### src/design/rtcc_regs.vh
// How it works
// - Top is 0xffffff normally, or the channel-zero match value in top mode.
// - Enable makes counter advance each prescaled tick unless a debug halt freezes it with DBGRUN clear; disable clears it.
// - Counter value register shows live 24-bit count, readable and writable.
// - Channel-zero match sets its flag and offers a start trigger to the timer.
// - Flag-set register: writing one sets that flag, zero leaves it.
// - Flag-clear register: writing one clears that flag, zero leaves it.
// - Counter wraps to zero past top; the wrap flag is raised only when top mode is off.
// - Interrupt is high while any flag and its enable are both set.
// - Each compare channel pulses its event output for one counter tick.
`ifndef RTCC_REGS_VH
`define RTCC_REGS_VH
`define RTCC_OFF_CTRL 8'h00
`define RTCC_OFF_CNT 8'h04
`define RTCC_OFF_CMP0 8'h08
`define RTCC_OFF_CMP1 8'h0c
`define RTCC_OFF_IF 8'h10
`define RTCC_OFF_IFS 8'h14
`define RTCC_OFF_IFC 8'h18
`define RTCC_OFF_IEN 8'h1c
`define RTCC_OFF_HOLD 8'h20
`define RTCC_OFF_PEND 8'h24
`define RTCC_CTRL_EN 0
`define RTCC_CTRL_DBGRUN 1
`define RTCC_CTRL_TOP 2
`define RTCC_IF_WRAP 0
`define RTCC_IF_CMP0 1
`define RTCC_IF_CMP1 2
`define RTCC_PEND_CTRL 0
`define RTCC_PEND_CMP0 1
`define RTCC_PEND_CMP1 2
`define RTCC_CNT_RESET 24'h000000
`define RTCC_CNT_MAX 24'hffffff
`define RTCC_TRANSFER_CYCLES 2'h3
`endif

### src/design/rtcc_sync.v
`timescale 1ns/1ps
// Three-stage synchroniser; the output changes once stages two and three agree.
module rtcc_sync (
    input wire i_clk, // Core clock.
    input wire i_rst, // Synchronous reset.
    input wire i_async, // Level from outside the clock domain.
    output reg o_level // Filtered synchronised level.
);
    reg s1_reg;
    reg s2_reg;
    reg s3_reg;
    always @(posedge i_clk) begin
        if (i_rst) begin
            s1_reg <= 1'b0;
            s2_reg <= 1'b0;
            s3_reg <= 1'b0;
            o_level <= 1'b0;
        end else begin
            s1_reg <= i_async;
            s2_reg <= s1_reg;
            s3_reg <= s2_reg;
            if (s2_reg == s3_reg) begin
                o_level <= s3_reg;
            end
        end
    end
endmodule

### src/design/rtcc_top.v
// Our own choice: the plain strobed port.
`timescale 1ns/1ps
`include "rtcc_regs.vh"
module rtcc_top #(
    parameter CNT_W = 24 // Counter width.
) (
    input wire I_CORE_CLK, // 40 MHz core clock.
    input wire I_RST, // Synchronous reset, active high.
    input wire [7:0] I_ADDR, // Register byte address.
    input wire [31:0] I_WDATA, // Write data.
    input wire I_WR, // Write strobe.
    input wire I_RD, // Read strobe.
    output reg [31:0] O_RDATA, // Read data, cycle after strobe.
    input wire I_TICK, // Prescaled counter tick from outside the domain.
    input wire I_DBG_HALT, // Processor halted by debugger.
    output wire O_IRQ, // Level interrupt request.
    output reg O_EVT_CMP0, // Channel-zero event pulse.
    output reg O_EVT_CMP1, // Channel-one event pulse.
    output reg O_TIMER_START // Start trigger to the waveform timer.
);
    reg [2:0] control_reg;
    reg [CNT_W-1:0] counter_value_reg;
    reg [CNT_W-1:0] match_value_zero_reg;
    reg [CNT_W-1:0] match_value_one_reg;
    reg [2:0] irq_flags_reg;
    reg [2:0] irq_enable_reg;
    reg update_hold_reg;
    reg [2:0] domain_transfer_pending_reg;
    reg [1:0] pend_cnt_reg;
    reg tick_q_reg;
    reg top_clear_reg;
    reg [CNT_W-1:0] counter_value_next;
    reg [2:0] flags_next;
    wire tick_lvl;
    wire halt_lvl;
    wire tick;
    wire run;
    wire [CNT_W-1:0] top;
    wire hit0;
    wire hit1;
    wire at_top;
    wire wr_ctrl;
    wire wr_cnt;
    wire [1:0] pend_idx;

    rtcc_sync u_tick (
        .i_clk(I_CORE_CLK),
        .i_rst(I_RST),
        .i_async(I_TICK),
        .o_level(tick_lvl)
    );
    rtcc_sync u_halt (
        .i_clk(I_CORE_CLK),
        .i_rst(I_RST),
        .i_async(I_DBG_HALT),
        .o_level(halt_lvl)
    );

    function hit;
        input [CNT_W-1:0] a;
        input [CNT_W-1:0] b;
        begin
            hit = (a == b);
        end
    endfunction

    assign tick = tick_lvl & ~tick_q_reg;
    // Counting advances only when enabled and not frozen by a debug halt.
    assign run = control_reg[`RTCC_CTRL_EN] & tick
        & (~halt_lvl | control_reg[`RTCC_CTRL_DBGRUN]);
    assign top = control_reg[`RTCC_CTRL_TOP] ? match_value_zero_reg
        : `RTCC_CNT_MAX;
    assign hit0 = run & hit(counter_value_reg, match_value_zero_reg);
    assign hit1 = run & hit(counter_value_reg, match_value_one_reg);
    assign at_top = run & hit(counter_value_reg, top);
    assign wr_ctrl = I_WR & (I_ADDR == `RTCC_OFF_CTRL);
    assign wr_cnt = I_WR & (I_ADDR == `RTCC_OFF_CNT);
    // Maps control, match zero and match one offsets onto pending bits 0, 1 and 2.
    assign pend_idx = I_ADDR[3:2] - {1'b0, I_ADDR[3]};
    assign O_IRQ = |(irq_flags_reg & irq_enable_reg);

    always @* begin
        counter_value_next = counter_value_reg;
        if (!control_reg[`RTCC_CTRL_EN]) begin
            counter_value_next = `RTCC_CNT_RESET;
        end else if (run) begin
            if (top_clear_reg || at_top) begin
                counter_value_next = `RTCC_CNT_RESET;
            end else begin
                counter_value_next = counter_value_reg + 1'b1;
            end
        end
        if (wr_cnt) begin
            counter_value_next = I_WDATA[CNT_W-1:0];
        end
    end

    always @* begin
        flags_next = irq_flags_reg;
        if (I_WR && I_ADDR == `RTCC_OFF_IFC) begin
            flags_next = flags_next & ~I_WDATA[2:0];
        end
        if (I_WR && I_ADDR == `RTCC_OFF_IFS) begin
            flags_next = flags_next | I_WDATA[2:0];
        end
        // Hardware events are applied last so a same-cycle clear cannot lose them.
        if (at_top && !control_reg[`RTCC_CTRL_TOP]) begin
            flags_next[`RTCC_IF_WRAP] = 1'b1;
        end
        if (hit0) begin
            flags_next[`RTCC_IF_CMP0] = 1'b1;
        end
        if (hit1) begin
            flags_next[`RTCC_IF_CMP1] = 1'b1;
        end
    end

    always @(posedge I_CORE_CLK) begin
        if (I_RST) begin
            control_reg <= 3'h0;
            counter_value_reg <= `RTCC_CNT_RESET;
            match_value_zero_reg <= `RTCC_CNT_RESET;
            match_value_one_reg <= `RTCC_CNT_RESET;
            irq_flags_reg <= 3'h0;
            irq_enable_reg <= 3'h0;
            update_hold_reg <= 1'b0;
            tick_q_reg <= 1'b0;
            top_clear_reg <= 1'b0;
            O_EVT_CMP0 <= 1'b0;
            O_EVT_CMP1 <= 1'b0;
            O_TIMER_START <= 1'b0;
        end else begin
            tick_q_reg <= tick_lvl;
            counter_value_reg <= counter_value_next;
            irq_flags_reg <= flags_next;
            if (run) begin
                top_clear_reg <= 1'b0;
                O_EVT_CMP0 <= hit0;
                O_EVT_CMP1 <= hit1;
                O_TIMER_START <= hit0;
            end
            if (wr_ctrl) begin
                control_reg <= I_WDATA[2:0];
            end
            if (I_WR && I_ADDR == `RTCC_OFF_CMP0) begin
                match_value_zero_reg <= I_WDATA[CNT_W-1:0];
            end
            if (I_WR && I_ADDR == `RTCC_OFF_CMP1) begin
                match_value_one_reg <= I_WDATA[CNT_W-1:0];
            end
            if (I_WR && I_ADDR == `RTCC_OFF_IEN) begin
                irq_enable_reg <= I_WDATA[2:0];
            end
            if (I_WR && I_ADDR == `RTCC_OFF_HOLD) begin
                update_hold_reg <= I_WDATA[0];
            end
        end
    end

    // Writes to async registers made with update hold off stay pending for a fixed transfer window, longer if hold is then set.
    always @(posedge I_CORE_CLK) begin
        if (I_RST) begin
            domain_transfer_pending_reg <= 3'h0;
            pend_cnt_reg <= 2'h0;
        end else begin
            if (I_WR && !update_hold_reg && (I_ADDR == `RTCC_OFF_CTRL
                || I_ADDR == `RTCC_OFF_CMP0 || I_ADDR == `RTCC_OFF_CMP1)) begin
                domain_transfer_pending_reg[pend_idx] <= 1'b1;
                pend_cnt_reg <= `RTCC_TRANSFER_CYCLES;
            end else if (pend_cnt_reg != 2'h0) begin
                pend_cnt_reg <= pend_cnt_reg - 2'h1;
            end else if (!update_hold_reg) begin
                domain_transfer_pending_reg <= 3'h0;
            end
        end
    end

    always @(posedge I_CORE_CLK) begin
        if (I_RST) begin
            O_RDATA <= 32'h00000000;
        end else if (I_RD) begin
            case (I_ADDR)
                `RTCC_OFF_CTRL: O_RDATA <= {29'h0, control_reg};
                `RTCC_OFF_CNT: O_RDATA <= {8'h00, counter_value_reg};
                `RTCC_OFF_CMP0: O_RDATA <= {8'h00, match_value_zero_reg};
                `RTCC_OFF_CMP1: O_RDATA <= {8'h00, match_value_one_reg};
                `RTCC_OFF_IF: O_RDATA <= {29'h0, irq_flags_reg};
                `RTCC_OFF_IEN: O_RDATA <= {29'h0, irq_enable_reg};
                `RTCC_OFF_HOLD: O_RDATA <= {31'h0, update_hold_reg};
                `RTCC_OFF_PEND: O_RDATA <= {29'h0, domain_transfer_pending_reg};
                default: O_RDATA <= 32'h00000000;
            endcase
        end else begin
            O_RDATA <= 32'h00000000;
        end
    end
endmodule

### config.mk
export PLATFORM = sky130hd
export DESIGN_NAME = rtcc_top
export DESIGN_NICKNAME = d
export VERILOG_FILES = /design/src/design/rtcc_sync.v /design/src/design/rtcc_top.v
export VERILOG_INCLUDE_DIRS = /design/src /design/src/design
export SDC_FILE = /design/constraint.sdc
export NUM_CORES = 1
export LEC_CHECK = 0
export BUFFER_PORTS_ARGS = -buffer_cell sky130_fd_sc_hd__buf_2
export CORE_MARGIN = 3
export CORE_UTILIZATION = 55
export DETAILED_ROUTE_END_ITERATION = 8
export PLACE_DENSITY = 0.76
export SYNTH_ARGS = -nofsm -noshare
export SYNTH_HDL_FRONTEND = slang
export SYNTH_HIERARCHICAL = 1
export SYNTH_SLANG_ARGS = --single-unit
export TNS_END_PERCENT = 100
### constraint.sdc
create_clock -name I_CORE_CLK -period 2.31 [get_ports I_CORE_CLK]
set_input_delay 0.462 -clock I_CORE_CLK [delete_from_list [all_inputs] [get_ports I_CORE_CLK]]
set_output_delay 0.462 -clock I_CORE_CLK [all_outputs]
set_load 0.01 [all_outputs]
==> run_results.csv, run 1 <==
group,metric,value,unit
outcome,status,"finished clean",
global_route,grt_pass1_vias,5651,
routing,drtPass1Iterations,9,
placed_design,numPortBuffers,65,
timing,hold_viol,0,
routing,ant_nets,0,
global_route,grt_overflow,0,
worst_setup_path,worstPathRequired,2.60,ns
synthesis,synth_edf_count,0,
synthesis,async_flop_share,0,%
timing,fmax,443,MHz
worst_setup_path,cp.arrival,2.55,ns
placed_design,dp_hpwl,12300,µm
worst_setup_path,r2r.worst_path.cells,6,
synthesis,synthFlopType,"dfxtp_1",
synthesis,yosysTopAreaCellShare,39.5,%
finish,n_fill_cell,905,
worst_setup_path,ff2ff_setup_slack,0.05,ns
synthesis,ys_types,68,
synthesis,syn_area_per_cell,8.37,µm²
worst_setup_path,slowest_stage,"or4_4",
min_path,hold_path_class,"input pin to flop",
global_route,grt_usage,28.5,%
floorplanning,io-pin-count,82,
routing,drt_iter0_drc,807,
placed_design,place_congestion,0.967,
timing,rsz0062_at_grt,"no",
finish,drive_gt1_share,19.6,%
floorplanning,row_count,38,
clocking,clock-sinks,122,
clocking,cts.htree.levels,4,
worst_setup_path,cp_max_fo,8,
power,peakVddDrop,798,µV
global_route,antenna_found_initial,0,
power,powerDensity,726,nW/µm²
synthesis,yosys_warnings,6,
power,leakage,2.79,nW
timing,finalSetupTns,0,ns
synthesis,synth_most_common_cell,"nand2_1",
worst_setup_path,cp-end-kind,"flop",
floorplanning,die_w,112,µm
synthesis,synthesis.instances,739,
clocking,insertion_delay,0.43,ns
worst_setup_path,critical_path_class,"flop to flop",
floorplanning,coreArea,10900,µm²
timing,max_slew_margin,66.5,%
floorplanning,die_y,112,µm
worst_setup_path,crit_chain,"xnor2_2 -> nand3_1 -> or4_4 -> o31a_4 -> o21ai_4 -> a2111oi_1",
placed_design,dpl_cell_area,6660,µm²
timing,setup_viol,0,
routing,vias_per_cell,6.08,
global_route,grt_max_degree,92,
min_path,hold_depth,2,
routing,route.detailed.drc,0,
timing,drv_slew,0,
routing,post_drt_wl_per_cell,18.4,µm
timing,finalCritPeriodShare,97.8,%
synthesis,ys_seq_elements,122,
finish,multi_input_comb_area,3190,µm²
routing,vias,5839,
clocking,clock_path_buffers,2,
finish,regArea,2440,µm²
clocking,clock-root-buffer,"clkbuf_16",
finish,area_growth,18.2,%
synthesis,yosysTopAreaCell,"dfxtp_1",
timing,min_period,2.26,ns
clocking,cts_buffers,17,
floorplanning,dieArea,12600,µm²
flow_run,cap_violations,0,
synthesis,seq_area_frac_synth,39.5,%
worst_setup_path,slowest_delay,0.56,ns
worst_setup_path,start_kind,"flop",
synthesis,synth.top_cells.by_area,"dfxtp_1 39%, nand2_1 7.6%, a21oi_1 5.9%",
finish,nNetsFinal,863,
clocking,path_clk_slew,0.05,ns
finish,diodes,0,
finish,postLayoutCellArea,7310,µm²
timing,tightest_slew,0.497,ns
synthesis,synth_common_cells,"125 x nand2_1, 122 x dfxtp_1, 73 x a21oi_1, 48 x nor2_1, 27 x xor2_1",
floorplanning,initial_core_util,56.6,%
finish,fin_util,66.8,%
routing,wl,17700,µm
global_route,grt_pass1_wl,28500,µm
power,finalPower,5.30,mW
timing,finClkSkew,0.00924,ns
synthesis,syn_area,6180,µm²
clocking,cts_tree,"yes",
critical path, delay by kind of cell, from the launching register on:
family	cells	cell delay, ns
DFF	1	0.49
and+or+nand+nor	2	0.68
AOI/OAI and AO/OA	3	0.80
xor gates and xnor gates	1	0.15
metal layers:
layer	track usage [%]	wire (µm)	up-vias
met3	7.22	1540	55
li1	-	-	2732
met2	46.4	8510	336
met1	35.6	7090	2716
met4	13.4	590	0
met5	0	0	-
power breakdown:
part | switching, mW | total (mW) | internal [mW] | leakage [nW]
clock network | 0.930 | 2.92 | 1.99 | 0.317
logic | 0.154 | 0.251 | 0.0968 | 1.48
registers | 0.00868 | 2.14 | 2.13 | 0.984
total | 1.09 | 5.30 | 4.21 | 2.79
kinds of logic after synthesis:
| logic type | Yosys count | share of synthesized area, % |
|---|---|---|
| other | 1 | 0.0606 |
| buffers and inverters | 98 | 9.53 |
| adder cells (fa/ha/maj) | 8 | 1.62 |
| AND/OR/NAND/NOR | 263 | 20.0 |
| XOR/XNOR | 53 | 7.63 |
| flip-flops | 122 | 39.5 |
| AO/OA/AOI/OAI | 192 | 21.3 |
| multiplexers | 2 | 0.344 |
through the flow:
| step | hold WS, ns | std cells | setup slack, ns |
|---|---|---|---|
| after detailed placement | 0.428 | 930 | -0.0442 |
| final | 0.248 | 961 | 0.0509 |
| after floorplan | 0.414 | 746 | 0.248 |
| after global placement | 0.417 | 930 | 0.0706 |
| after global routing | 0.257 | 961 | 0.00672 |
| after CTS | 0.232 | 961 | 0.0599 |
layout make-up:
type,instances,share of cell area (%)
Inverter,24,1.23
Timing Repair Buffer,118,10.6
Multi-Input combinational cell,526,43.6
Clock buffer,23,6.54
Tap cell,140,2.40
Sequential cell,122,33.4
Clock inverter,8,2.26
cell usage in the layout, fill, tap and decap left out, drive strengths merged, types with 4 or more instances in the layout:
| cell | Yosys | layout |
|---|---|---|
| nor3 | 7 | 7 |
| nand3 | 15 | 15 |
| xnor2 | 26 | 26 |
| nor2 | 48 | 48 |
| nor4 | 12 | 12 |
| a31oi | 4 | 4 |
| nor2b | 10 | 10 |
| a21oi | 73 | 73 |
| nand2 | 125 | 125 |
| clkbuf | 35 | 23 |
| inv | 24 | 24 |
| nand4 | 12 | 12 |
| nand2b | 7 | 7 |
| a22oi | 24 | 24 |
| o22ai | 20 | 20 |
| xor2 | 27 | 27 |
| ha | 8 | 8 |
| a222oi | 24 | 24 |
| conb | 1 | 8 |
| bufinv | 0 | 5 |
| dfxtp | 122 | 122 |
| and2 | 5 | 5 |
| and3 | 6 | 6 |
| o21ai | 17 | 17 |
| buf | 38 | 118 |
path summary, 6_finish.rpt:
path,end,from
hold / removal,u_tick/s1_reg,I_TICK
setup / recovery,counter_value_reg[3],counter_value_reg[3]
setup reg to reg,counter_value_reg[3],counter_value_reg[3]
hold reg to reg,u_tick/s2_reg,u_tick/s1_reg
what timing repair did:
action | CTS | global route
setup endpoints to repair | 0 | 23
buffers inserted | 0 | 0
hold buffers | 0 | 0
endpoints found under the hold margin | 0 | 0
gates resized for setup | 0 | 1
Power figures use the tool's default switching activity.
==> run 2: changes to the inputs <==
- SETUP_SLACK_MARGIN: not set -> 0.5
==> run 2 against run 1 <==
  * First-iteration DRC count shrank 11%
  * Clock power shrank 17%
  * Sequential power is essentially flat
  * Final area grew 3.8%
  * Hold slack gained 0.0050 ns
  * Sequential share of layout area shrank 0.66 points
  * Critical endpoint is now counter_value_reg[16]
  * Sequential cell count is the same
  * Critical path depth grew 1
  * Via count grew 2.4%
  * Clock skew grew 0.0014 ns
==> run_results.csv, run 2 (synthesis gave the netlist of run 1 again) <==
group,metric,value,unit
floorplanning,die_y,112,µm
power,peakVddDrop,739,µV
timing,max_slew_margin,63.4,%
power,power.switching,1.05,mW
clocking,clock-root-buffer,"clkbuf_16",
power,powerDensity,634,nW/µm²
routing,vias,5980,
placed_design,numPortBuffers,65,
global_route,grt_overflow,0,
routing,route.detailed.drc,0,
global_route,grt_pass1_vias,5635,
routing,drt_iter0_drc,717,
clocking,cts_buffers,17,
timing,min_period,2.07,ns
routing,ant_nets,0,
clocking,cts_hold_buf,0,
power,seqPwrFrac,44.4,%
worst_setup_path,cp_max_fo,8,
floorplanning,coreArea,10900,µm²
power,leakage,2.82,nW
placed_design,dpl_cell_area,6670,µm²
clocking,path_clk_slew,0.05,ns
clocking,clock_path_buffers,2,
timing,tightest_slew,0.545,ns
worst_setup_path,start_kind,"flop",
worst_setup_path,critical_path_class,"flop to flop",
routing,wl,18300,µm
timing,hold_slack,0.253,ns
timing,finalCritPeriodShare,89.8,%
power,power.internal,3.76,mW
routing,vias_per_cell,6.19,
floorplanning,initial_core_util,56.6,%
global_route,grt_usage,29.2,%
timing,rsz0062_at_grt,"yes",
floorplanning,dieArea,12600,µm²
floorplanning,die_w,112,µm
finish,area_growth,22.7,%
finish,n_fill_cell,868,
timing,drv_slew,0,
clocking,cts_tree,"yes",
worst_setup_path,crit_chain,"xnor2_2 -> nand3_1 -> or4_4 -> o31a_4 -> o21ai_4 -> buf_6 -> o22ai_1",
min_path,hold_path_class,"input pin to flop",
timing,fmax,482,MHz
finish,nNetsFinal,871,
clocking,cts.htree.levels,4,
worst_setup_path,cp.arrival,2.35,ns
outcome,status,"finished clean",
timing,finClkSkew,0.0106,ns
floorplanning,row_count,38,
power,combinationalPowerShare,5.2,%
worst_setup_path,slowest_delay,0.54,ns
clocking,insertion_delay,0.42,ns
placed_design,dp_hpwl,12300,µm
power,p_sw_share,21.8,%
global_route,grt_max_degree,79,
global_route,grt_pass1_wl,29300,µm
finish,final_cell_mix,"124 x nand2_1, 100 x dfxtp_1, 70 x a21oi_1, 65 x buf_2, 55 x buf_4",
flow_run,cap_violations,0,
finish,multi_input_comb_area,3460,µm²
floorplanning,io-pin-count,82,
clocking,clock-sinks,122,
routing,drtPass1Iterations,7,
worst_setup_path,slowest_stage,"or4_4",
finish,regArea,2480,µm²
timing,setup_viol,0,
finish,postLayoutCellArea,7590,µm²
finish,layout_commonest_cell,"nand2_1",
timing,hold_viol,0,
finish,diodes,0,
power,clockPowerShare,50.4,%
finish,drive_gt1_share,27.8,%
routing,post_drt_wl_per_cell,18.9,µm
finish,fin_util,69.4,%
placed_design,place_congestion,0.965,
worst_setup_path,worstPathRequired,2.59,ns
worst_setup_path,cp-end-kind,"flop",
global_route,antenna_found_initial,0,
## run 2: cell count changes in the layout (fill, tap and decap cells not counted), sizes merged
| cell | previous run | this run |
|---|---|---|
| buf | 118 | 126 |
| clkinv | 3 | 2 |
| bufinv | 5 | 0 |
| clkbuf | 23 | 26 |
## run 2: per-layer routing
layer	track usage [%]	wire [µm]
met5	0	0
met4	12.1	659
met3	7.06	1710
met2	48.5	8880
met1	36.7	7030
## run 2: path summary, 6_finish.rpt
check	to	startpoint	cells after the start	slack, ns
worst max-delay path	counter_value_reg[16]	counter_value_reg[3]	7	0.24
worst min-delay path	u_tick/s1_reg	I_TICK	2	0.25
worst max register to register	counter_value_reg[16]	counter_value_reg[3]	7	0.24
worst min register to register	u_tick/s2_reg	u_tick/s1_reg	1	0.44
## run 2: power by group through the flow
stage               Sequential, mW  Clock [mW]  Combinational [mW]
finish                        2.13        2.42               0.252
global route                  2.13        2.55               0.275
CTS                           2.14        2.44               0.249
detailed placement            2.18           0               0.245
global placement              2.18           0               0.231
floorplan                     2.18           0               0.163
## run 2: cell type report
type / instances / share of cell area (%)
Timing Repair Buffer: 126 / 11.1
Inverter: 24 / 1.19
Multi-Input combinational cell: 526 / 45.6
Clock buffer: 26 / 6.98
Tap cell: 140 / 2.31
Sequential cell: 122 / 32.8
Clock inverter: 2 / 0.132
## run 2: repair_timing
item / 4_1_cts / 5_1_grt
gates resized for setup: 49 / 19
pin swaps: 18 / 16
endpoints found under the setup margin: 27 / 50
hold endpoints to repair: 0 / 0
cloned: 0 / 0
buffers inserted: 8 / 3
## run 2: metrics by stage
step	setup TNS [ns]	setup WS (ns)	power, mW	std cells
finish	0	0.237	4.81	966
detailed placement	-0.00452	-0.00452	2.43	927
CTS	0	0.250	4.83	963
floorplan	0	0.331	2.34	746
global route	0	0.174	4.95	966
global placement	0	0.108	2.41	927
## run 2: critical path, delay by kind of cell (launching register included)
kind / cells / cell delay [ns]
flops: 1 / 0.35
compound gates: 3 / 0.59
xor+xnor: 1 / 0.16
buf+inv: 1 / 0.18
simple gates: 2 / 0.64
